**src/rtl/tbcd_pkg.sv**
```systemverilog
// Constants, register layout and state types of the bus connect/disconnect detector.
package tbcd_pkg;

    // Register port geometry.
    localparam int unsigned ADDR_W = 3;
    localparam int unsigned DATA_W = 8;

    // Register offsets.
    localparam logic [2:0] CTRL_STATUS_OFS = 3'h0;
    localparam logic [2:0] EVT_STATUS_OFS  = 3'h1;
    localparam logic [2:0] EVT_MASK_OFS    = 3'h2;
    localparam logic [2:0] LINE_STATE_OFS  = 3'h3;

    // Field positions of bus_change_ctrl_status.
    localparam int unsigned FLAG_BIT   = 7;
    localparam int unsigned IRQ_EN_BIT = 6;
    localparam int unsigned TSEL_HI    = 2;
    localparam int unsigned TSEL_LO    = 1;
    localparam int unsigned POL_BIT    = 0;

    // Event bits shared by the status and mask registers.
    localparam int unsigned EVT_W          = 3;
    localparam int unsigned EVT_CONNECT    = 0;
    localparam int unsigned EVT_DISCONNECT = 1;
    localparam int unsigned EVT_FLAG_SET   = 2;

    // Field positions of the line state register.
    localparam int unsigned LS_SDA_BIT    = 0;
    localparam int unsigned LS_SCL_BIT    = 1;
    localparam int unsigned LS_TIMING_BIT = 2;

    // Values after reset.
    localparam logic [1:0]       TSEL_RESET = 2'h0;
    localparam logic             POL_RESET  = 1'b0;
    localparam logic             IEN_RESET  = 1'b0;
    localparam logic [EVT_W-1:0] EVT_RESET  = 3'h0;
    localparam logic [EVT_W-1:0] MASK_RESET = 3'h0;
    localparam logic [1:0]       SYNC_RESET = 2'h0;

    // Time-out periods and the cycle counts derived from the clock rate.
    localparam longint unsigned CLK_PERIOD_NS = 8;
    localparam longint unsigned NS_PER_MS     = 1_000_000;
    localparam longint unsigned TOUT0_MS      = 250;
    localparam longint unsigned TOUT1_MS      = 500;
    localparam longint unsigned TOUT2_MS      = 1000;
    localparam longint unsigned TOUT3_MS      = 2000;
    localparam int unsigned     TIMER_W       = 28;
    localparam logic [TIMER_W-1:0] TOUT0_CYCLES =
        TIMER_W'((TOUT0_MS * NS_PER_MS + CLK_PERIOD_NS - 1) / CLK_PERIOD_NS);
    localparam logic [TIMER_W-1:0] TOUT1_CYCLES =
        TIMER_W'((TOUT1_MS * NS_PER_MS + CLK_PERIOD_NS - 1) / CLK_PERIOD_NS);
    localparam logic [TIMER_W-1:0] TOUT2_CYCLES =
        TIMER_W'((TOUT2_MS * NS_PER_MS + CLK_PERIOD_NS - 1) / CLK_PERIOD_NS);
    localparam logic [TIMER_W-1:0] TOUT3_CYCLES =
        TIMER_W'((TOUT3_MS * NS_PER_MS + CLK_PERIOD_NS - 1) / CLK_PERIOD_NS);

    // Cycles after reset release until the synchronisers hold real line levels.
    localparam logic [1:0] SETTLE_CYCLES = 2'h2;

    // Start-up sequencer.
    typedef enum logic [1:0] {
        TBCD_SETTLE,
        TBCD_SAMPLE,
        TBCD_RUN
    } tbcd_init_t;

endpackage

```
**src/rtl/tbcd_low_timer.sv**
```systemverilog
// Time-out counter that measures how long both bus lines stay low.
`timescale 1ns/1ns
`default_nettype none

module tbcd_low_timer (
    // Clock, reset and enable.
    input  wire logic                        clk_in,
    input  wire logic                        rstn_in,
    input  wire logic                        clk_en_in,
    // Measurement.
    input  wire logic                        run_in,
    input  wire logic [tbcd_pkg::TIMER_W-1:0] limit_in,
    output logic                             expired_out,
    output logic                             timing_out
);

    logic [tbcd_pkg::TIMER_W-1:0] cnt_q;
    logic                         fired_q;
    logic                         expired_q;

    // A limit lowered below the current count still expires at once.
    always_ff @(posedge clk_in or negedge rstn_in) begin
        if (!rstn_in) begin
            cnt_q     <= '0;
            fired_q   <= 1'b0;
            expired_q <= 1'b0;
        end else if (clk_en_in) begin
            expired_q <= 1'b0;
            if (!run_in) begin
                cnt_q   <= '0;
                fired_q <= 1'b0;
            end else if (!fired_q) begin
                if (cnt_q >= limit_in - 1'b1) begin
                    expired_q <= 1'b1;
                    fired_q   <= 1'b1;
                end else begin
                    cnt_q <= cnt_q + 1'b1;
                end
            end
        end
    end

    assign expired_out = expired_q;
    assign timing_out  = run_in & ~fired_q;

endmodule

`default_nettype wire

```
**src/rtl/tbcd_detector.sv**
```systemverilog
// Two-wire bus connect/disconnect detector with its control register and event interrupt.
//
// Operation
// Both bus lines becoming high together is a connect, which sets the change flag when polarity is clear.
// With polarity set, both lines low for the whole selected time-out is a disconnect that sets the flag.
// Time-out select bits 2:1 choose 250 ms, 500 ms, 1000 ms or 2000 ms for codes 00 to 11.
// Polarity bit 0 picks connect when clear and disconnect when set as the flag-setting event.
// Executing the matching interrupt vector clears the change flag in hardware.
// Writing one to the change flag clears it and writing zero leaves it alone.
// The interrupt request stands only while flag bit 7, enable bit 6 and the global enable are set.
// After reset the flag is set if both lines were high, otherwise it stays clear.
// Bits 5 to 3 are reserved and always read as zero.
// Software should set polarity after a connect to arm disconnect detection and stop repeats.
// The disconnect counter restarts whenever a line is seen high, and lines pass synchronisers.
//
// Local design decisions: the address-and-strobe port and the address map.
`timescale 1ns/1ns
`default_nettype none

module tbcd_detector #(
    parameter logic [tbcd_pkg::TIMER_W-1:0] TOUT0_CYCLES = tbcd_pkg::TOUT0_CYCLES,
    parameter logic [tbcd_pkg::TIMER_W-1:0] TOUT1_CYCLES = tbcd_pkg::TOUT1_CYCLES,
    parameter logic [tbcd_pkg::TIMER_W-1:0] TOUT2_CYCLES = tbcd_pkg::TOUT2_CYCLES,
    parameter logic [tbcd_pkg::TIMER_W-1:0] TOUT3_CYCLES = tbcd_pkg::TOUT3_CYCLES
) (
    // Clock, reset and enable.
    input  wire logic                        clk_in,
    input  wire logic                        rstn_in,
    input  wire logic                        clk_en_in,

    // Bus lines as seen at the pins.
    input  wire logic                        sda_in,
    input  wire logic                        scl_in,

    // Processor interrupt side.
    input  wire logic                        global_irq_en_in,
    input  wire logic                        vector_ack_in,
    output logic                             bus_change_irq_out,
    output logic                             event_irq_out,

    // Register port.
    input  wire logic [tbcd_pkg::ADDR_W-1:0] addr_in,
    input  wire logic [tbcd_pkg::DATA_W-1:0] wdata_in,
    input  wire logic                        wr_in,
    input  wire logic                        rd_in,
    output logic      [tbcd_pkg::DATA_W-1:0] rdata_out
);

    ////////////////////////////////////////////////////////////////////////////
    // Declarations.

    // Line sampling.
    logic [1:0]                      sync1_q;
    logic [1:0]                      sync2_q;
    logic [1:0]                      lines_raw;
    logic                            sda_s;
    logic                            scl_s;
    logic                            both_high;
    logic                            both_low;
    logic                            both_high_prev_q;

    // Start-up sequencing.
    tbcd_pkg::tbcd_init_t            init_q;
    logic [1:0]                      settle_cnt_q;
    logic                            running;
    logic                            startup_set;

    // Control fields.
    logic                            flag_q;
    logic                            irq_en_q;
    logic [1:0]                      tsel_q;
    logic                            pol_q;

    // Event status and mask.
    logic [tbcd_pkg::EVT_W-1:0]      evt_q;
    logic [tbcd_pkg::EVT_W-1:0]      mask_q;
    logic [tbcd_pkg::EVT_W-1:0]      evt_hit;

    // Detection and time-out.
    logic                            connect_evt;
    logic                            disconnect_evt;
    logic                            flag_set;
    logic                            flag_clr;
    logic                            timer_run;
    logic                            timer_expired;
    logic                            timer_busy;
    logic [tbcd_pkg::TIMER_W-1:0]    timer_limit;

    // Register port decode.
    logic                            wr_ctrl;
    logic                            wr_evt;
    logic                            wr_mask;
    logic [tbcd_pkg::DATA_W-1:0]     ctrl_view;
    logic [tbcd_pkg::DATA_W-1:0]     rd_value;
    logic [tbcd_pkg::DATA_W-1:0]     rdata_q;

    ////////////////////////////////////////////////////////////////////////////
    // Line synchronisers.

    assign lines_raw = {scl_in, sda_in};

    // Both lines pass a two-stage synchroniser, so only the second stage is ever looked at.
    generate
        for (genvar i = 0; i < 2; i++) begin : g_sync
            always_ff @(posedge clk_in or negedge rstn_in) begin
                if (!rstn_in) begin
                    sync1_q[i] <= tbcd_pkg::SYNC_RESET[i];
                    sync2_q[i] <= tbcd_pkg::SYNC_RESET[i];
                end else if (clk_en_in) begin
                    sync1_q[i] <= lines_raw[i];
                    sync2_q[i] <= sync1_q[i];
                end
            end
        end
    endgenerate

    // The chain resets low, not to the idle-high level of the lines.
    assign sda_s     = sync2_q[0];
    assign scl_s     = sync2_q[1];
    assign both_high = sda_s & scl_s;
    assign both_low  = ~sda_s & ~scl_s;

    ////////////////////////////////////////////////////////////////////////////
    // Start-up sequencer.

    // The strap-like start-up check waits until the synchronisers carry real levels,
    // because the reset state of the chain says nothing about the lines.
    always_ff @(posedge clk_in or negedge rstn_in) begin
        if (!rstn_in) begin
            init_q       <= tbcd_pkg::TBCD_SETTLE;
            settle_cnt_q <= 2'h0;
        end else if (clk_en_in) begin
            case (init_q)
                tbcd_pkg::TBCD_SETTLE: begin
                    settle_cnt_q <= settle_cnt_q + 2'h1;
                    if (settle_cnt_q == tbcd_pkg::SETTLE_CYCLES - 2'h1) begin
                        init_q <= tbcd_pkg::TBCD_SAMPLE;
                    end
                end
                tbcd_pkg::TBCD_SAMPLE: begin
                    init_q <= tbcd_pkg::TBCD_RUN;
                end
                default: begin
                    init_q <= tbcd_pkg::TBCD_RUN;
                end
            endcase
        end
    end

    // A connect during the settle cycles is left to the start-up check,
    // which reads the same synchronised levels as the detector does.
    assign running     = (init_q == tbcd_pkg::TBCD_RUN);
    assign startup_set = (init_q == tbcd_pkg::TBCD_SAMPLE) & both_high;

    ////////////////////////////////////////////////////////////////////////////
    // Connect and disconnect detection.

    // The previous level is primed during start-up, so lines already high at reset
    // are reported once by the start-up check and not a second time as an edge.
    always_ff @(posedge clk_in or negedge rstn_in) begin
        if (!rstn_in) begin
            both_high_prev_q <= 1'b0;
        end else if (clk_en_in) begin
            both_high_prev_q <= both_high;
        end
    end

    // A line bouncing while the other stays low starts no connect.
    assign connect_evt = running & both_high & ~both_high_prev_q;

    // The timer runs only while both lines are low and restarts on any high level.
    assign timer_run = running & both_low;

    // A select change in mid-count keeps the count and takes the new limit,
    // so a shorter period chosen late may expire on the next edge.
    always_comb begin
        case (tsel_q)
            2'h0:    timer_limit = TOUT0_CYCLES;
            2'h1:    timer_limit = TOUT1_CYCLES;
            2'h2:    timer_limit = TOUT2_CYCLES;
            default: timer_limit = TOUT3_CYCLES;
        endcase
    end

    // Kept apart so that a prescaled counter can replace it if fewer bits are wanted.
    tbcd_low_timer u_low_timer (
        .clk_in      (clk_in),
        .rstn_in     (rstn_in),
        .clk_en_in   (clk_en_in),
        .run_in      (timer_run),
        .limit_in    (timer_limit),
        .expired_out (timer_expired),
        .timing_out  (timer_busy)
    );

    // A disconnect is reported once per low period, when the full time-out has passed.
    // A line rising in the very cycle of expiry cancels the report.
    assign disconnect_evt = timer_expired & both_low;

    ////////////////////////////////////////////////////////////////////////////
    // Register write decode.

    // The line state register and unmapped offsets decode to no write.
    always_comb begin
        wr_ctrl = 1'b0;
        wr_evt  = 1'b0;
        wr_mask = 1'b0;
        if (wr_in && addr_in == tbcd_pkg::CTRL_STATUS_OFS) begin
            wr_ctrl = 1'b1;
        end else if (wr_in && addr_in == tbcd_pkg::EVT_STATUS_OFS) begin
            wr_evt = 1'b1;
        end else if (wr_in && addr_in == tbcd_pkg::EVT_MASK_OFS) begin
            wr_mask = 1'b1;
        end
    end

    ////////////////////////////////////////////////////////////////////////////
    // Change flag.

    // Polarity chooses which of the two events may set the flag.
    assign flag_set = startup_set
                    | (~pol_q & connect_evt)
                    | (pol_q & disconnect_evt);

    // The vector acknowledge and a written one share a single clear path.
    assign flag_clr = vector_ack_in
                    | (wr_ctrl & wdata_in[tbcd_pkg::FLAG_BIT]);

    // A set arriving together with a clear wins, so no bus change is lost.
    always_ff @(posedge clk_in or negedge rstn_in) begin
        if (!rstn_in) begin
            flag_q <= 1'b0;
        end else if (clk_en_in) begin
            if (flag_set) begin
                flag_q <= 1'b1;
            end else if (flag_clr) begin
                flag_q <= 1'b0;
            end
        end
    end

    ////////////////////////////////////////////////////////////////////////////
    // Control fields.

    // Software is expected to set polarity after a connect; hardware never flips it,
    // so a bus left idle high with polarity clear raises no further flags.
    // The flag bit of a written word is a clear request and is not stored here.
    always_ff @(posedge clk_in or negedge rstn_in) begin
        if (!rstn_in) begin
            irq_en_q <= tbcd_pkg::IEN_RESET;
            tsel_q   <= tbcd_pkg::TSEL_RESET;
            pol_q    <= tbcd_pkg::POL_RESET;
        end else if (clk_en_in && wr_ctrl) begin
            irq_en_q <= wdata_in[tbcd_pkg::IRQ_EN_BIT];
            tsel_q   <= wdata_in[tbcd_pkg::TSEL_HI:tbcd_pkg::TSEL_LO];
            pol_q    <= wdata_in[tbcd_pkg::POL_BIT];
        end
    end

    ////////////////////////////////////////////////////////////////////////////
    // Event status and mask.

    // The flag-set event includes the start-up set.
    assign evt_hit[tbcd_pkg::EVT_CONNECT]    = connect_evt;
    assign evt_hit[tbcd_pkg::EVT_DISCONNECT] = disconnect_evt;
    assign evt_hit[tbcd_pkg::EVT_FLAG_SET]   = flag_set;

    // Sticky bits clear on a written one, and a new event in that cycle keeps its bit set.
    generate
        for (genvar e = 0; e < tbcd_pkg::EVT_W; e++) begin : g_evt
            always_ff @(posedge clk_in or negedge rstn_in) begin
                if (!rstn_in) begin
                    evt_q[e] <= tbcd_pkg::EVT_RESET[e];
                end else if (clk_en_in) begin
                    if (evt_hit[e]) begin
                        evt_q[e] <= 1'b1;
                    end else if (wr_evt && wdata_in[e]) begin
                        evt_q[e] <= 1'b0;
                    end
                end
            end
        end
    endgenerate

    // The mask only gates the event interrupt; status bits record every event,
    // so software may poll with that interrupt switched off.
    always_ff @(posedge clk_in or negedge rstn_in) begin
        if (!rstn_in) begin
            mask_q <= tbcd_pkg::MASK_RESET;
        end else if (clk_en_in && wr_mask) begin
            mask_q <= wdata_in[tbcd_pkg::EVT_W-1:0];
        end
    end

    ////////////////////////////////////////////////////////////////////////////
    // Interrupt outputs.

    // The change interrupt stays combinational so that a dropped global enable
    // takes effect in the same cycle; the event interrupt uses registers only.
    assign bus_change_irq_out = flag_q & irq_en_q & global_irq_en_in;
    assign event_irq_out      = |(evt_q & mask_q);

    ////////////////////////////////////////////////////////////////////////////
    // Register read path.

    // Reads have no side effects, so polling never loses an event.
    always_comb begin
        ctrl_view = '0;
        ctrl_view[tbcd_pkg::FLAG_BIT]   = flag_q;
        ctrl_view[tbcd_pkg::IRQ_EN_BIT] = irq_en_q;
        ctrl_view[tbcd_pkg::TSEL_HI:tbcd_pkg::TSEL_LO] = tsel_q;
        ctrl_view[tbcd_pkg::POL_BIT]    = pol_q;
    end

    // Unmapped offsets read as zero.
    always_comb begin
        rd_value = '0;
        if (addr_in == tbcd_pkg::CTRL_STATUS_OFS) begin
            rd_value = ctrl_view;
        end else if (addr_in == tbcd_pkg::EVT_STATUS_OFS) begin
            rd_value[tbcd_pkg::EVT_W-1:0] = evt_q;
        end else if (addr_in == tbcd_pkg::EVT_MASK_OFS) begin
            rd_value[tbcd_pkg::EVT_W-1:0] = mask_q;
        end else if (addr_in == tbcd_pkg::LINE_STATE_OFS) begin
            rd_value[tbcd_pkg::LS_SDA_BIT]    = sda_s;
            rd_value[tbcd_pkg::LS_SCL_BIT]    = scl_s;
            rd_value[tbcd_pkg::LS_TIMING_BIT] = timer_busy;
        end
    end

    // Read data stand only in the cycle after the strobe and are zero otherwise.
    // Zero outside the answer cycle lets several read ports be ORed together.
    always_ff @(posedge clk_in or negedge rstn_in) begin
        if (!rstn_in) begin
            rdata_q <= '0;
        end else if (clk_en_in) begin
            rdata_q <= rd_in ? rd_value : '0;
        end
    end

    assign rdata_out = rdata_q;

endmodule

`default_nettype wire

```
**config.mk**
```make
export PLATFORM = sky130hd
export DESIGN_NAME = tbcd_detector
export DESIGN_NICKNAME = d
export VERILOG_FILES = /design/src/rtl/tbcd_pkg.sv /design/src/rtl/tbcd_low_timer.sv /design/src/rtl/tbcd_detector.sv
export SDC_FILE = /design/constraint.sdc
export NUM_CORES = 1
export LEC_CHECK = 0
export ABC_AREA = 1
export BUFFER_PORTS_ARGS = -buffer_cell sky130_fd_sc_hd__buf_2
export CORE_AREA = 2 2 86 88
export CTS_CLUSTER_DIAMETER = 150
export CTS_CLUSTER_SIZE = 25
export DETAILED_ROUTE_END_ITERATION = 16
export DIE_AREA = 0 0 88 90
export GPL_ROUTABILITY_DRIVEN = 0
export GPL_TIMING_DRIVEN = 0
export HOLD_SLACK_MARGIN = 0.05
export PLACE_DENSITY = 0.77
export SLEW_MARGIN = 20
export SYNTH_ARGS = -nofsm -noshare
export SYNTH_HDL_FRONTEND = slang
export SYNTH_SLANG_ARGS = --single-unit
export TNS_END_PERCENT = 1
```
**constraint.sdc**
```tcl
create_clock -name clk_in -period 2.9 [get_ports clk_in]
set_clock_uncertainty 0.1 [all_clocks]
set_input_delay 0.29 -clock clk_in [delete_from_list [all_inputs] [get_ports clk_in]]
set_output_delay 0.29 -clock clk_in [all_outputs]
set_load 0.005 [all_outputs]
```
# [Word-level counts from Yosys, hierarchy flattened]
# Cells that the tools add are included.
[op_classes] order_cmp=1 n_eq_ne=11 n_reduce_logical=23 muxes=31 bitwise=22 add_sub_neg=3
[op_table] op="28-bit 2-to-1 mux" n=3
[op_table] op="28-bit one-hot mux with 3 select lines" n=1
[op_table] op="28-bit by 1-bit adder with 28-bit output (second input constant)" n=1
[op_table] op="28-bit greater-or-equal comparator" n=1
[op_table] op="28-bit by 1-bit subtractor with 28-bit output (second input constant)" n=1
[op_table] op="1-bit 2-to-1 mux" n=19
[op_table] op="1-bit bitwise AND" n=13
[op_table] op="3-bit 2-to-1 mux" n=4
[op_table] op="2-bit AND reduction" n=6
[op_table] op="1-bit logical AND" n=8
[op_table] op="8-bit 2-to-1 mux" n=1
[op_table] op="2-bit nonzero test" n=4
[op_table] op="2-bit by 1-bit == test with 1-bit output (second input constant)" n=3
[op_table] op="3-bit by 2-bit == test with 1-bit output (second input constant)" n=2
[op_table] op="2-bit != test (second input constant)" n=3
[op_table] op="5-bit 2-to-1 mux" n=1
[op_table] op="1-bit inverter" n=5
[op_table] op="2-bit == test (second input constant)" n=2
[op_table] op="2-bit logical NOT" n=2
[op_table] op="2-bit 2-to-1 mux" n=2
[op_table] op="3-bit bitwise AND" n=1
[op_table] op="3-bit by 1-bit == test with 1-bit output (second input constant)" n=1
[op_table] op="3-bit logical NOT" n=1
[op_table] op="1-bit OR" n=3
[op_table] op="other kinds (3)" n=3
[word_totals] inputBits=20 ff_bits=58 out_inout_bits=10

# [Depth between registers and ports, before layout]
# Gate-level depths: netlist of run 1.
[depth] depth_word=9 mapped_depth=19 depth_no_buf=18

# [Modules after synthesis]
# From an unflattened synthesis of run 1, not the netlist that was laid out.
[unflattened] hier_cells=751 area_unflattened_um2=5001.0
[by_module_without_submodules] module="tbcd_low_timer" cells_each=568 n_inst=1 area_each_um2=3515.9 seq_area_each_um2=750.7
[by_module_without_submodules] module="tbcd_detector" cells_each=183 n_inst=1 area_each_um2=1485.2 seq_area_each_um2=625.6

# [Worst setup path before layout of run 1]
# OpenSTA, ideal clock, no wires.
[synth_path] path_kind="reg-to-reg" start="reg tsel_q[0]" end="reg u_low_timer.cnt_q[20] (netlist name)" arrival_time_ns=2.443 path_stages_with_launch=20 setup_slack_ns=0.240 path_cell_list="dfrtp_1 > inv_1 > ha_1 > inv_1 > nand4_1 > nor3_1 > nand4_1 > o21ai_0 > ha_1 > nand2_1 > a21oi_1 > nor2_1 > nand2_1 > nand2_1 > nand3_2 > nand2_2 > nand3_4 > buf_6 > nand2_1 > nand2_1"
[synth_via] elab_chain_cells=6 word_cells_on_any_way=8 classes_between="add/sub: 1; order compare: 1; eq/ne: 3; mux: 1; reduce/logical: 2"
[synth_lines] element="from (decl)" line="tbcd_detector.sv:71" source="logic [1:0] tsel_q;"
[synth_lines] element="from (signal assigned)" line="tbcd_detector.sv:251" source="tsel_q <= tbcd_pkg::TSEL_RESET;"
[synth_lines] element="from (signal assigned)" line="tbcd_detector.sv:255" source="tsel_q <= wdata_in[tbcd_pkg::TSEL_HI:tbcd_pkg::TSEL_LO];"
[synth_lines] element="2-bit == test (tied with other cells)" line="tbcd_detector.sv:177" source="case (tsel_q)"
[synth_lines] element="28-bit one-hot mux with 3 select lines *" line="tbcd_detector.sv:177"
[synth_lines] element="28-bit by 1-bit subtractor with 28-bit output *" line="tbcd_low_timer.sv:33" source="if (cnt_q >= limit_in - 1'b1) begin"
[synth_lines] element="28-bit greater-or-equal comparator *" line="tbcd_low_timer.sv:33"
[synth_lines] element="2-bit != test (no source line) *"
[synth_lines] element="3-bit AND reduction (no source line) *"
[synth_lines] element="to (signal assigned)" line="tbcd_low_timer.sv:37" source="cnt_q <= cnt_q + 1'b1;"
[synth_lines] element="to (decl)" line="tbcd_low_timer.sv:17" source="logic [tbcd_pkg::TIMER_W-1:0] cnt_q;"
# Every way passes the cells marked *; elsewhere a longest branch is shown, timed or not.
# A chain may end at the register's enable or synchronous reset.

# [Worst setup path in the final report of run 1]
[layout_path] start="reg tsel_q[0]" end="reg u_low_timer.cnt_q[7] (netlist name)"
# Same word-level chain as after synthesis.

==> results of run 1 <==
layout make-up:
cell class / count / area [sq um]
Tap cell: 99 / 123.9
Clock inverter: 2 / 37.54
Buffer: 17 / 115.1
Inverter: 73 / 281.5
Clock buffer: 5 / 68.82
Multi-Input combinational cell: 440 / 2326
Timing Repair Buffer: 29 / 180.2
Sequential cell: 55 / 1379
Fill cell: 612 / 2509
per-stage QoR:
stage | hold slack (ns) | instances | cell area, sq um
2_1_floorplan | -0.1056 | 585 | 4051
3_3_place_gp | 0.3599 | 706 | 4285
3_5_place_dp | 0.2904 | 706 | 4288
4_1_cts | 0.07484 | 716 | 4434
5_1_grt | 0.08665 | 720 | 4512
6_report | 0.07673 | 720 | 4512
worst register-to-register path: stages (launching register included):
cell and delay, ns:
dfrtp_2 0.40, buf_4 0.17, ha_2 0.23, nand4_1 0.11, nor3_2 0.11, nand4_1 0.09, o21ai_1 0.12, ha_1 0.27
nand2_1 0.09, a21oi_2 0.06, nor2_1 0.14, nand2_1 0.09, nand2_2 0.08, nand4_1 0.09, nand2_1 0.11, buf_6 0.13
buf_8 0.12, nand3_1 0.07, nand2_1 0.09
final timing paths:
path,start,end,slack [ns],depth (start not counted)
setup / recovery,tsel_q[0]$_DFFE_PN0P_,u_low_timer.cnt_q[7]$_DFFE_PN0P_,0.15,18
hold / removal,scl_in,sync1_q[1]$_DFFE_PN0P_,0.08,3
setup reg to reg,tsel_q[0]$_DFFE_PN0P_,u_low_timer.cnt_q[7]$_DFFE_PN0P_,0.15,18
hold reg to reg,sync1_q[1]$_DFFE_PN0P_,sync1_q[1]$_DFFE_PN0P_,0.38,2
max in group asynchronous,rstn_in,tsel_q[1]$_DFFE_PN0P_,1.73,2
min in group asynchronous,rstn_in,u_low_timer.cnt_q[20]$_DFFE_PN0P_,0.45,2
placed cells by master (no fill, tap or decap), drive strengths merged:
cell and count:
o32ai 1, a21oi 20, mux2 1, nand4 9
buf 41, nand2b 1, and3 1, xor2 5
o22ai 1, nor2 60, o21bai 1, ha 35
nor4 1, bufinv 1, conb 3, clkbuf 9
o221ai 3, dfrtp 55, a21o 2, o21ai 30
clkinvlp 1, nand3b 1, nand3 59, xnor2 2
inv 73, nand2 190, dlygate4sd3 1, a32o 3
o21a 1, nor3 10
power by group through the flow:
stage	Clock, uW	Sequential (uW)	Combinational [uW]
2_1_floorplan	0	870	278
3_3_place_gp	0	880	385
3_5_place_dp	0	882	405
4_1_cts	528	860	438
5_1_grt	558	871	525
6_report	516	865	461
routing by layer:
metal | GRT usage [%] | routed length (microns) | vias to the layer above
met2 | 44.63 | 5057 | 129
met4 | 9.744 | 270 | 0
li1 | - | - | 1941
met1 | 36.15 | 4481 | 1850
met3 | 3.398 | 490 | 24
met5 | 0 | 0 | -
logic make-up after synthesis:
logic type,after synthesis,share of synthesized area (%)
mux,1,0.2784
other cells,1,0.09273
fa+ha+maj,35,10.83
flops,55,34.03
simple gates,332,35.09
compound gates,62,8.695
buf+inv,90,9.467
xor+xnor,7,1.516
state kept, by name, indices dropped and copies added (netlist names), 2 cells and up:
name and cells:
init_q 2, tsel_q 2, rdata_out 5, mask_q 3, evt_q 3, sync1_q 2, settle_cnt_q 2, u_low_timer.cnt_q 28
repair_timing:
item | 4_1_cts | 5_1_grt
hold buffers | 1 | 0
gates cloned | 0 | 0
hold endpoints to repair | 55 | 0
buffers inserted | 2 | 4
resized for setup | 5 | 14
endpoints found under the setup margin | 29 | 29
pin swaps | 0 | 1
==> flow_summary.json, run 1 <==
{
  "status": "finished clean",
  "path_clk_slew_ns": 0.10,
  "syn2layout_area_growth_pct": 11.57,
  "synth_common_cells": "nand2_1, inv_1, nor2_1, dfrtp_1, nand3_1",
  "die_w_microns": 88,
  "drt-total-wl_microns": 10300,
  "grt_pass1_wl_microns": 17420,
  "ios": 30,
  "synth_largest_area_cell": "dfrtp_1",
  "vdd_drop_max_v": 0.0002905,
  "leakage_uw": 0.002299,
  "slew_headroom_pct": 53.33,
  "cts_tree": "done",
  "required_ns": 3.05,
  "end_kind": "register",
  "initial_core_util_pct": 57.60,
  "dpl.hpwl_microns": 7517,
  "async_flop_share_pct": 100.0,
  "antenna_found_initial": 0,
  "io_buffers": 22,
  "tns_ns": 0,
  "cp_slowest_cell": "dfrtp_2",
  "pwr-share-clk_pct": 28.0,
  "fmaxAchievable_mhz": 363.0,
  "yosysTopAreaCellShare_pct": 34.03,
  "drt_iter0_markers": 259,
  "row_count": 31,
  "final_nets": 676,
  "synth_most_common_cell": "nand2_1",
  "ant_nets": 0,
  "switching_share_pct": 32.59,
  "period_needed_ns": 2.755,
  "power.internal_uw": 1241,
  "cts_root_buf": "clkbuf_8",
  "die_h_microns": 90,
  "worst_slew_pin_slew_ns": 0.7000,
  "avgSynthCellArea_sq_um": 6.936,
  "num_vias": 3944,
  "clk_latency_ns": 0.31,
  "ys.flop_type": "dfrtp_1",
  "core-area_sq_um": 7020,
  "drive_gt1_share_pct": 11.27,
  "dieArea_sq_um": 7920,
  "ys_ff_latch": 55,
  "seqPwrFrac_pct": 47.0,
  "max_stage_delay_ns": 0.40,
  "pwr-share-comb_pct": 25.0,
  "synth_edf_count": 0,
  "critical_path_class": "reg2reg",
  "p_per_area_nw_per_um2": 408.1,
  "fin_util_pct": 64.27,
  "slew_viol_final": 0,
  "ys_types": 36,
  "critical_path_buf_inv_count": 3,
  "cts_buffers": 5,
  "cp_top_family": "simple AND/OR/NAND/NOR gates",
  "finalSetupViolCount": 0,
  "post-route-period-util_pct": 94.99,
  "hold_class": "in2reg",
  "pre_cts_slack_ns": -0.1790,
  "switching_power_uw": 600.2,
  "cts_buffer_depth": 2,
  "cts_sinks": 55,
  "crit_top_cell": "nand2_1",
  "arrival_ns": 2.91,
  "overflow": 0,
  "syn-instance-count": 583,
  "worst_slack_ns": 0.1452,
  "wl_per_cell_microns": 14.31,
  "finalHoldViolCount": 0,
  "ys_seq_area_share_pct": 34.03,
  "cts.htree.levels": 2,
  "n_antenna_cell": 0,
  "syn_area_sq_um": 4044,
  "path_max_fanout": 10,
  "max_cap_viol_count": 0,
  "crit_path_start_kind": "register",
  "crit_chain": "buf_4 > ha_2 > nand4_1 > nor3_2 > nand4_1 > o21ai_1 > ha_1 > nand2_1 > a21oi_2 > nor2_1 > nand2_1 > nand2_2 > nand4_1 > nand2_1 > buf_6 > buf_8 > nand3_1 > nand2_1",
  "yosysWarnings": 0,
  "grt_max_degree": 56,
  "rsz0062_at_grt": "yes",
  "vias_per_cell": 5.478,
  "grt_pass1_vias": 3736,
  "total_power_uw": 1841,
  "track_usage_pct": 27.10,
  "synthTopCellsByArea": "dfrtp_1, nand2_1, ha_1, inv_1, nand3_1",
  "route.detailed.drc": 0,
  "drtPass1Iterations": 5
}
Note: power is estimated with default switching activity, not from simulation.
==> inputs of run 2 (changes only) <==
--- a/config.mk
+++ b/config.mk
@@ -15,7 +15,7 @@
 export GPL_ROUTABILITY_DRIVEN = 0
 export GPL_TIMING_DRIVEN = 0
 export HOLD_SLACK_MARGIN = 0.05
-export PLACE_DENSITY = 0.77
+export PLACE_DENSITY = 0.75
 export SLEW_MARGIN = 20
 export SYNTH_ARGS = -nofsm -noshare
 export SYNTH_HDL_FRONTEND = slang
==> flow_summary.json, run 2 (synthesized netlist as in run 1, its figures left out) <==
{
  "leakage_uw": 0.002312,
  "cts_buffers": 5,
  "slew_viol_final": 0,
  "grt.met2_usage_pct": 45.71,
  "p_per_area_nw_per_um2": 413.1,
  "num_vias": 3867,
  "grt_busiest_layer": "met2",
  "grt_pass1_wl_microns": 16930,
  "rsz0062_at_grt": "yes",
  "core-area_sq_um": 7020,
  "ant_nets": 0,
  "worst_slew_pin_slew_ns": 0.7012,
  "dpl.hpwl_microns": 7606,
  "max_cap_viol_count": 0,
  "dp.cells": 706,
  "required_ns": 3.03,
  "total_power_uw": 1877,
  "cts.htree.levels": 2,
  "power.internal_uw": 1257,
  "overflow": 0,
  "clk_latency_ns": 0.33,
  "grtUsageMet1_pct": 34.25,
  "cts_sinks": 55,
  "cts_tree": "done",
  "switching_power_uw": 620.8,
  "die_h_microns": 90,
  "stdcell_area_sq_um": 4544,
  "grt_max_degree": 56,
  "vias_per_cell": 5.363,
  "arrival_ns": 2.90,
  "final_common_cell": "nand2_1",
  "final_nets": 676,
  "gr-usage-met3_pct": 3.673,
  "fmaxAchievable_mhz": 361.3,
  "n_antenna_cell": 0,
  "end_kind": "register",
  "row_count": 31,
  "status": "finished clean",
  "dpl_cell_area_sq_um": 4288,
  "slew_headroom_pct": 53.25,
  "drive_gt1_share_pct": 11.90,
  "pwr-share-comb_pct": 24.7,
  "drtPass1Iterations": 5,
  "drt_iter0_markers": 240,
  "syn2layout_area_growth_pct": 12.38,
  "grt_pass1_vias": 3599,
  "vdd_drop_max_v": 0.0002587,
  "period_needed_ns": 2.768,
  "io_buffers": 22,
  "top_register": "u_low_timer.cnt_q",
  "die_w_microns": 88,
  "crit_path_start_kind": "register",
  "post-route-period-util_pct": 95.43,
  "seqPwrFrac_pct": 46.1,
  "critical_path_class": "reg2reg",
  "pwr-share-clk_pct": 29.2,
  "antenna_found_initial": 0,
  "track_usage_pct": 26.67,
  "most-common-layout-cells": "nand2_1, inv_1, nor2_1",
  "initial_core_util_pct": 57.60,
  "ios": 30,
  "route.detailed.drc": 0,
  "final-seq-area_sq_um": 1379,
  "multiInputGateArea_sq_um": 2336,
  "switching_share_pct": 33.07,
  "path_clk_slew_ns": 0.11,
  "instances_no_fill": 721,
  "finalSetupViolCount": 0,
  "cts_root_buf": "clkbuf_8",
  "fillCellCount": 611,
  "finalHoldViolCount": 0,
  "wl_per_cell_microns": 14.15,
  "dieArea_sq_um": 7920,
  "path_max_fanout": 10,
  "largest_reg_flops": 28,
  "drt-total-wl_microns": 10200,
  "cts_buffer_depth": 2,
  "hold_class": "in2reg"
}
run 2: cell count changes in the layout (fill, tap and decap cells not counted):
cell	previous run	this run
inv_6	0	1
buf_12	1	2
o21ai_1	1	0
clkinv_4	0	1
o21ai_2	0	1
a21oi_1	19	20
nand3_1	54	53
nor2_1	59	57
nor2_2	0	2
nand3_2	4	5
buf_4	9	8
a21oi_2	1	0
clkinvlp_4	1	0
run 2: final timing paths:
kind | startpoint | end | slack [ns] | cells past startpoint
max | tsel_q[0]$_DFFE_PN0P_ | u_low_timer.cnt_q[8]$_DFFE_PN0P_ | 0.13 | 18
min | scl_in | sync1_q[1]$_DFFE_PN0P_ | 0.06 | 3
max reg2reg | tsel_q[0]$_DFFE_PN0P_ | u_low_timer.cnt_q[8]$_DFFE_PN0P_ | 0.13 | 18
min reg2reg | sync1_q[0]$_DFFE_PN0P_ | sync1_q[0]$_DFFE_PN0P_ | 0.39 | 2
max in group asynchronous | rstn_in | tsel_q[1]$_DFFE_PN0P_ | 1.75 | 2
min in group asynchronous | rstn_in | u_low_timer.cnt_q[2]$_DFFE_PN0P_ | 0.44 | 2
run 2: what timing repair did:
item | in CTS | in global routing
setup buffers | 2 | 4
endpoints found under the hold margin | 55 | 0
resized for setup | 11 | 12
hold buffers | 1 | 0
pin swaps | 3 | 16
endpoints found under the setup margin | 29 | 29
run 2: cell type report:
class	count	area share [%]
multi-input cells	440	51.40
flip-flops and latches	55	30.34
inverters	73	6.195
repair buffers	29	4.240
well taps	99	2.726
plain buffers	17	2.533
clock buffers	5	1.514
clock inverters	3	1.046
run 2: critical path, cell delays in order, from the launching register on:
cell     delay (ns)
dfrtp_2        0.45
buf_4          0.17
ha_2           0.22
nand4_1        0.11
nor3_2         0.04
nand4_1        0.11
o21ai_2        0.06
ha_1           0.29
nand2_1        0.07
nor2_2         0.10
nand4_1        0.11
nor2_2         0.13
nand2_2        0.08
nand4_1        0.12
nand2_2        0.10
buf_8          0.14
buf_6          0.13
nand3_1        0.08
nand2_1        0.06
run 2: metal layers:
layer / vias up / wire (microns)
li1: 1940 / -
met1: 1786 / 4503
met2: 118 / 4994
met3: 23 / 428
met4: 0 / 275
met5: - / 0
run 2: power groups by stage:
stage / combinational [uW] / clock, uW / sequential (uW)
floorplan: 278 / 0 / 870
global placement: 382 / 0 / 882
detailed placement: 402 / 0 / 882
CTS: 439 / 558 / 862
global route: 530 / 587 / 872
finish: 464 / 548 / 865
run 2: per-stage QoR:
step                TNS, ns  setup WS, ns  utilization (%)  hold slack, ns
floorplan                 0        0.2397                -         -0.1056
global placement     -5.484       -0.2478            61.04          0.3565
detailed placement   -7.214       -0.3144            61.08          0.2827
CTS                       0       0.03300            63.46         0.05639
global route        -0.2333      -0.03205            64.73         0.06689
finish                    0        0.1324            64.73         0.05589
==> inputs of run 3 (changes only) <==
--- a/config.mk
+++ b/config.mk
@@ -7,11 +7,11 @@
 export LEC_CHECK = 0
 export ABC_AREA = 1
 export BUFFER_PORTS_ARGS = -buffer_cell sky130_fd_sc_hd__buf_2
-export CORE_AREA = 2 2 86 88
+export CORE_AREA = 4 4 88 90
 export CTS_CLUSTER_DIAMETER = 150
 export CTS_CLUSTER_SIZE = 25
 export DETAILED_ROUTE_END_ITERATION = 16
-export DIE_AREA = 0 0 88 90
+export DIE_AREA = 0 0 92 94
 export GPL_ROUTABILITY_DRIVEN = 0
 export GPL_TIMING_DRIVEN = 0
 export HOLD_SLACK_MARGIN = 0.05
==> flow_summary.json, run 3 (synthesized netlist as in run 1, its figures left out) <==
{
  "status": "finished clean",
  "rsz0062_at_grt": "yes",
  "ant_nets": 0,
  "crit_path_start_kind": "register",
  "final_nets": 676,
  "switching_share_pct": 34.37,
  "whs_ns": 0.07559,
  "reg2reg_slack_ns": 0.18,
  "power.internal_uw": 1161,
  "hold_start": "sda_in",
  "initial_core_util_pct": 57.28,
  "grt_pass1_wl_microns": 16420,
  "rr_worst_depth": 18,
  "most-common-layout-cells": "nand2_1, inv_1, nor2_1",
  "holdPathEnd": "sync1_q[0]$_DFFE_PN0P_",
  "wl_per_cell_microns": 14.22,
  "finalSetupViolCount": 0,
  "required_ns": 3.01,
  "switching_power_uw": 607.9,
  "top_register": "u_low_timer.cnt_q",
  "drt_iter0_markers": 237,
  "period_needed_ns": 2.719,
  "vias_per_cell": 5.372,
  "pwr-share-comb_pct": 25.8,
  "drtPass1Iterations": 5,
  "io_buffers": 22,
  "slew_viol_final": 0,
  "drive_gt1_share_pct": 11.09,
  "grt.met2_usage_pct": 40.69,
  "finalHoldViolCount": 0,
  "dieArea_sq_um": 8648,
  "grt_pass1_vias": 3601,
  "r2r-end": "u_low_timer.cnt_q[3]$_DFFE_PN0P_",
  "track_usage_pct": 23.53,
  "die_h_microns": 94,
  "overflow": 0,
  "instances_no_fill": 721,
  "critical_path_class": "reg2reg",
  "cts_tree": "done",
  "path_max_fanout": 10,
  "fmaxAchievable_mhz": 367.8,
  "rr_startpoint": "tsel_q[0]$_DFFE_PN0P_",
  "cts_buffers": 5,
  "grtUsageMet1_pct": 29.70,
  "clk_latency_ns": 0.31,
  "largest_reg_flops": 28,
  "syn2layout_area_growth_pct": 10.98,
  "n_antenna_cell": 0,
  "vdd_drop_max_v": 0.0002472,
  "end_kind": "register",
  "die_w_microns": 92,
  "fin_util_pct": 63.58,
  "arrival_ns": 2.83,
  "p_per_area_nw_per_um2": 394.0,
  "grt_busiest_layer": "met2",
  "grt_max_degree": 56,
  "post-route-period-util_pct": 93.75,
  "core-area_sq_um": 7059,
  "worst_slew_pin_slew_ns": 0.6936,
  "slew_headroom_pct": 53.76,
  "row_count": 31,
  "dpl.hpwl_microns": 7591,
  "drt-total-wl_microns": 10250,
  "gr-usage-met3_pct": 2.885,
  "path_clk_slew_ns": 0.10,
  "route.detailed.drc": 0,
  "seqPwrFrac_pct": 48.8,
  "final_common_cell": "nand2_1",
  "cts_buffer_depth": 2,
  "num_vias": 3873,
  "hold_depth": 3,
  "cts_sinks": 55,
  "cts.htree.levels": 2,
  "pwr-share-clk_pct": 25.4,
  "max_cap_viol_count": 0,
  "dp.cells": 706,
  "cts_root_buf": "clkbuf_8",
  "leakage_uw": 0.002304,
  "ios": 30,
  "antenna_found_initial": 0,
  "hold_class": "in2reg"
}
-- run 3: how the worst max path moves through the flow --
stage                                startpoint                                 to  slack [ns]  depth (start not counted)
after floorplan           tsel_q[0]$_DFFE_PN0P_  u_low_timer.cnt_q[20]$_DFFE_PN0P_        0.24                         19
after global placement    tsel_q[0]$_DFFE_PN0P_   u_low_timer.cnt_q[4]$_DFFE_PN0P_       -0.14                         19
after global routing      tsel_q[1]$_DFFE_PN0P_  u_low_timer.cnt_q[22]$_DFFE_PN0P_       -0.04                         19
after CTS                 tsel_q[1]$_DFFE_PN0P_   u_low_timer.cnt_q[3]$_DFFE_PN0P_       0.001                         19
final                     tsel_q[0]$_DFFE_PN0P_   u_low_timer.cnt_q[3]$_DFFE_PN0P_        0.18                         18
after detailed placement  tsel_q[0]$_DFFE_PN0P_   u_low_timer.cnt_q[0]$_DFFE_PN0P_       -0.22                         19
-- run 3: area by class of cell --
type / instances / area, sq um
Buffer: 17 / 108.9
Clock buffer: 5 / 68.82
Clock inverter: 3 / 22.52
Fill cell: 639 / 2571
Inverter: 73 / 276.5
Multi-Input combinational cell: 441 / 2337
Sequential cell: 55 / 1378
Tap cell: 99 / 123.9
Timing Repair Buffer: 28 / 172.7
-- run 3: routing by layer --
layer / routed length (microns) / vias to the layer above
met4: 328 / 0
met2: 4900 / 107
met3: 537 / 34
met5: 0 / -
met1: 4485 / 1788
li1: - / 1944
-- run 3: power by group through the flow --
stage / clock network [uW] / logic (uW) / registers (uW)
after floorplan: 0 / 278 / 870
after global placement: 0 / 386 / 880
after detailed placement: 0 / 405 / 883
after CTS: 463 / 429 / 860
after global routing: 494 / 520 / 870
final: 449 / 456 / 863
-- run 3: what timing repair did --
item | CTS | global route
hold endpoints to repair | 55 | 0
setup endpoints to repair | 29 | 29
cloned | 0 | 1
buffers inserted | 2 | 3
gates resized for setup | 3 | 12
hold buffers | 1 | 0
pin swaps | 0 | 1
-- run 3: worst max-delay path: stages, from the launching register on --
cell,delay [ns]
dfrtp_2,0.44
inv_4,0.10
ha_2,0.30
inv_1,0.07
ha_1,0.28
ha_1,0.29
nand2_1,0.06
nand2_1,0.04
nand2_1,0.05
nand2_1,0.05
nand2_1,0.07
nand3_2,0.07
nand2_2,0.07
nand3_2,0.10
nand2_4,0.11
nand3_4,0.13
buf_6,0.18
nand2_1,0.05
nand2_1,0.05
-- run 3: stage by stage --
step / setup TNS [ns] / instance area [sq um] / total power, uW / worst slack (ns)
after floorplan: 0 / 4051 / 1148 / 0.2397
after global placement: -2.599 / 4285 / 1266 / -0.1357
after detailed placement: -4.819 / 4288 / 1288 / -0.2231
after CTS: 0 / 4408 / 1752 / 0.001164
after global routing: -0.2277 / 4488 / 1884 / -0.03843
final: 0 / 4488 / 1768 / 0.1812
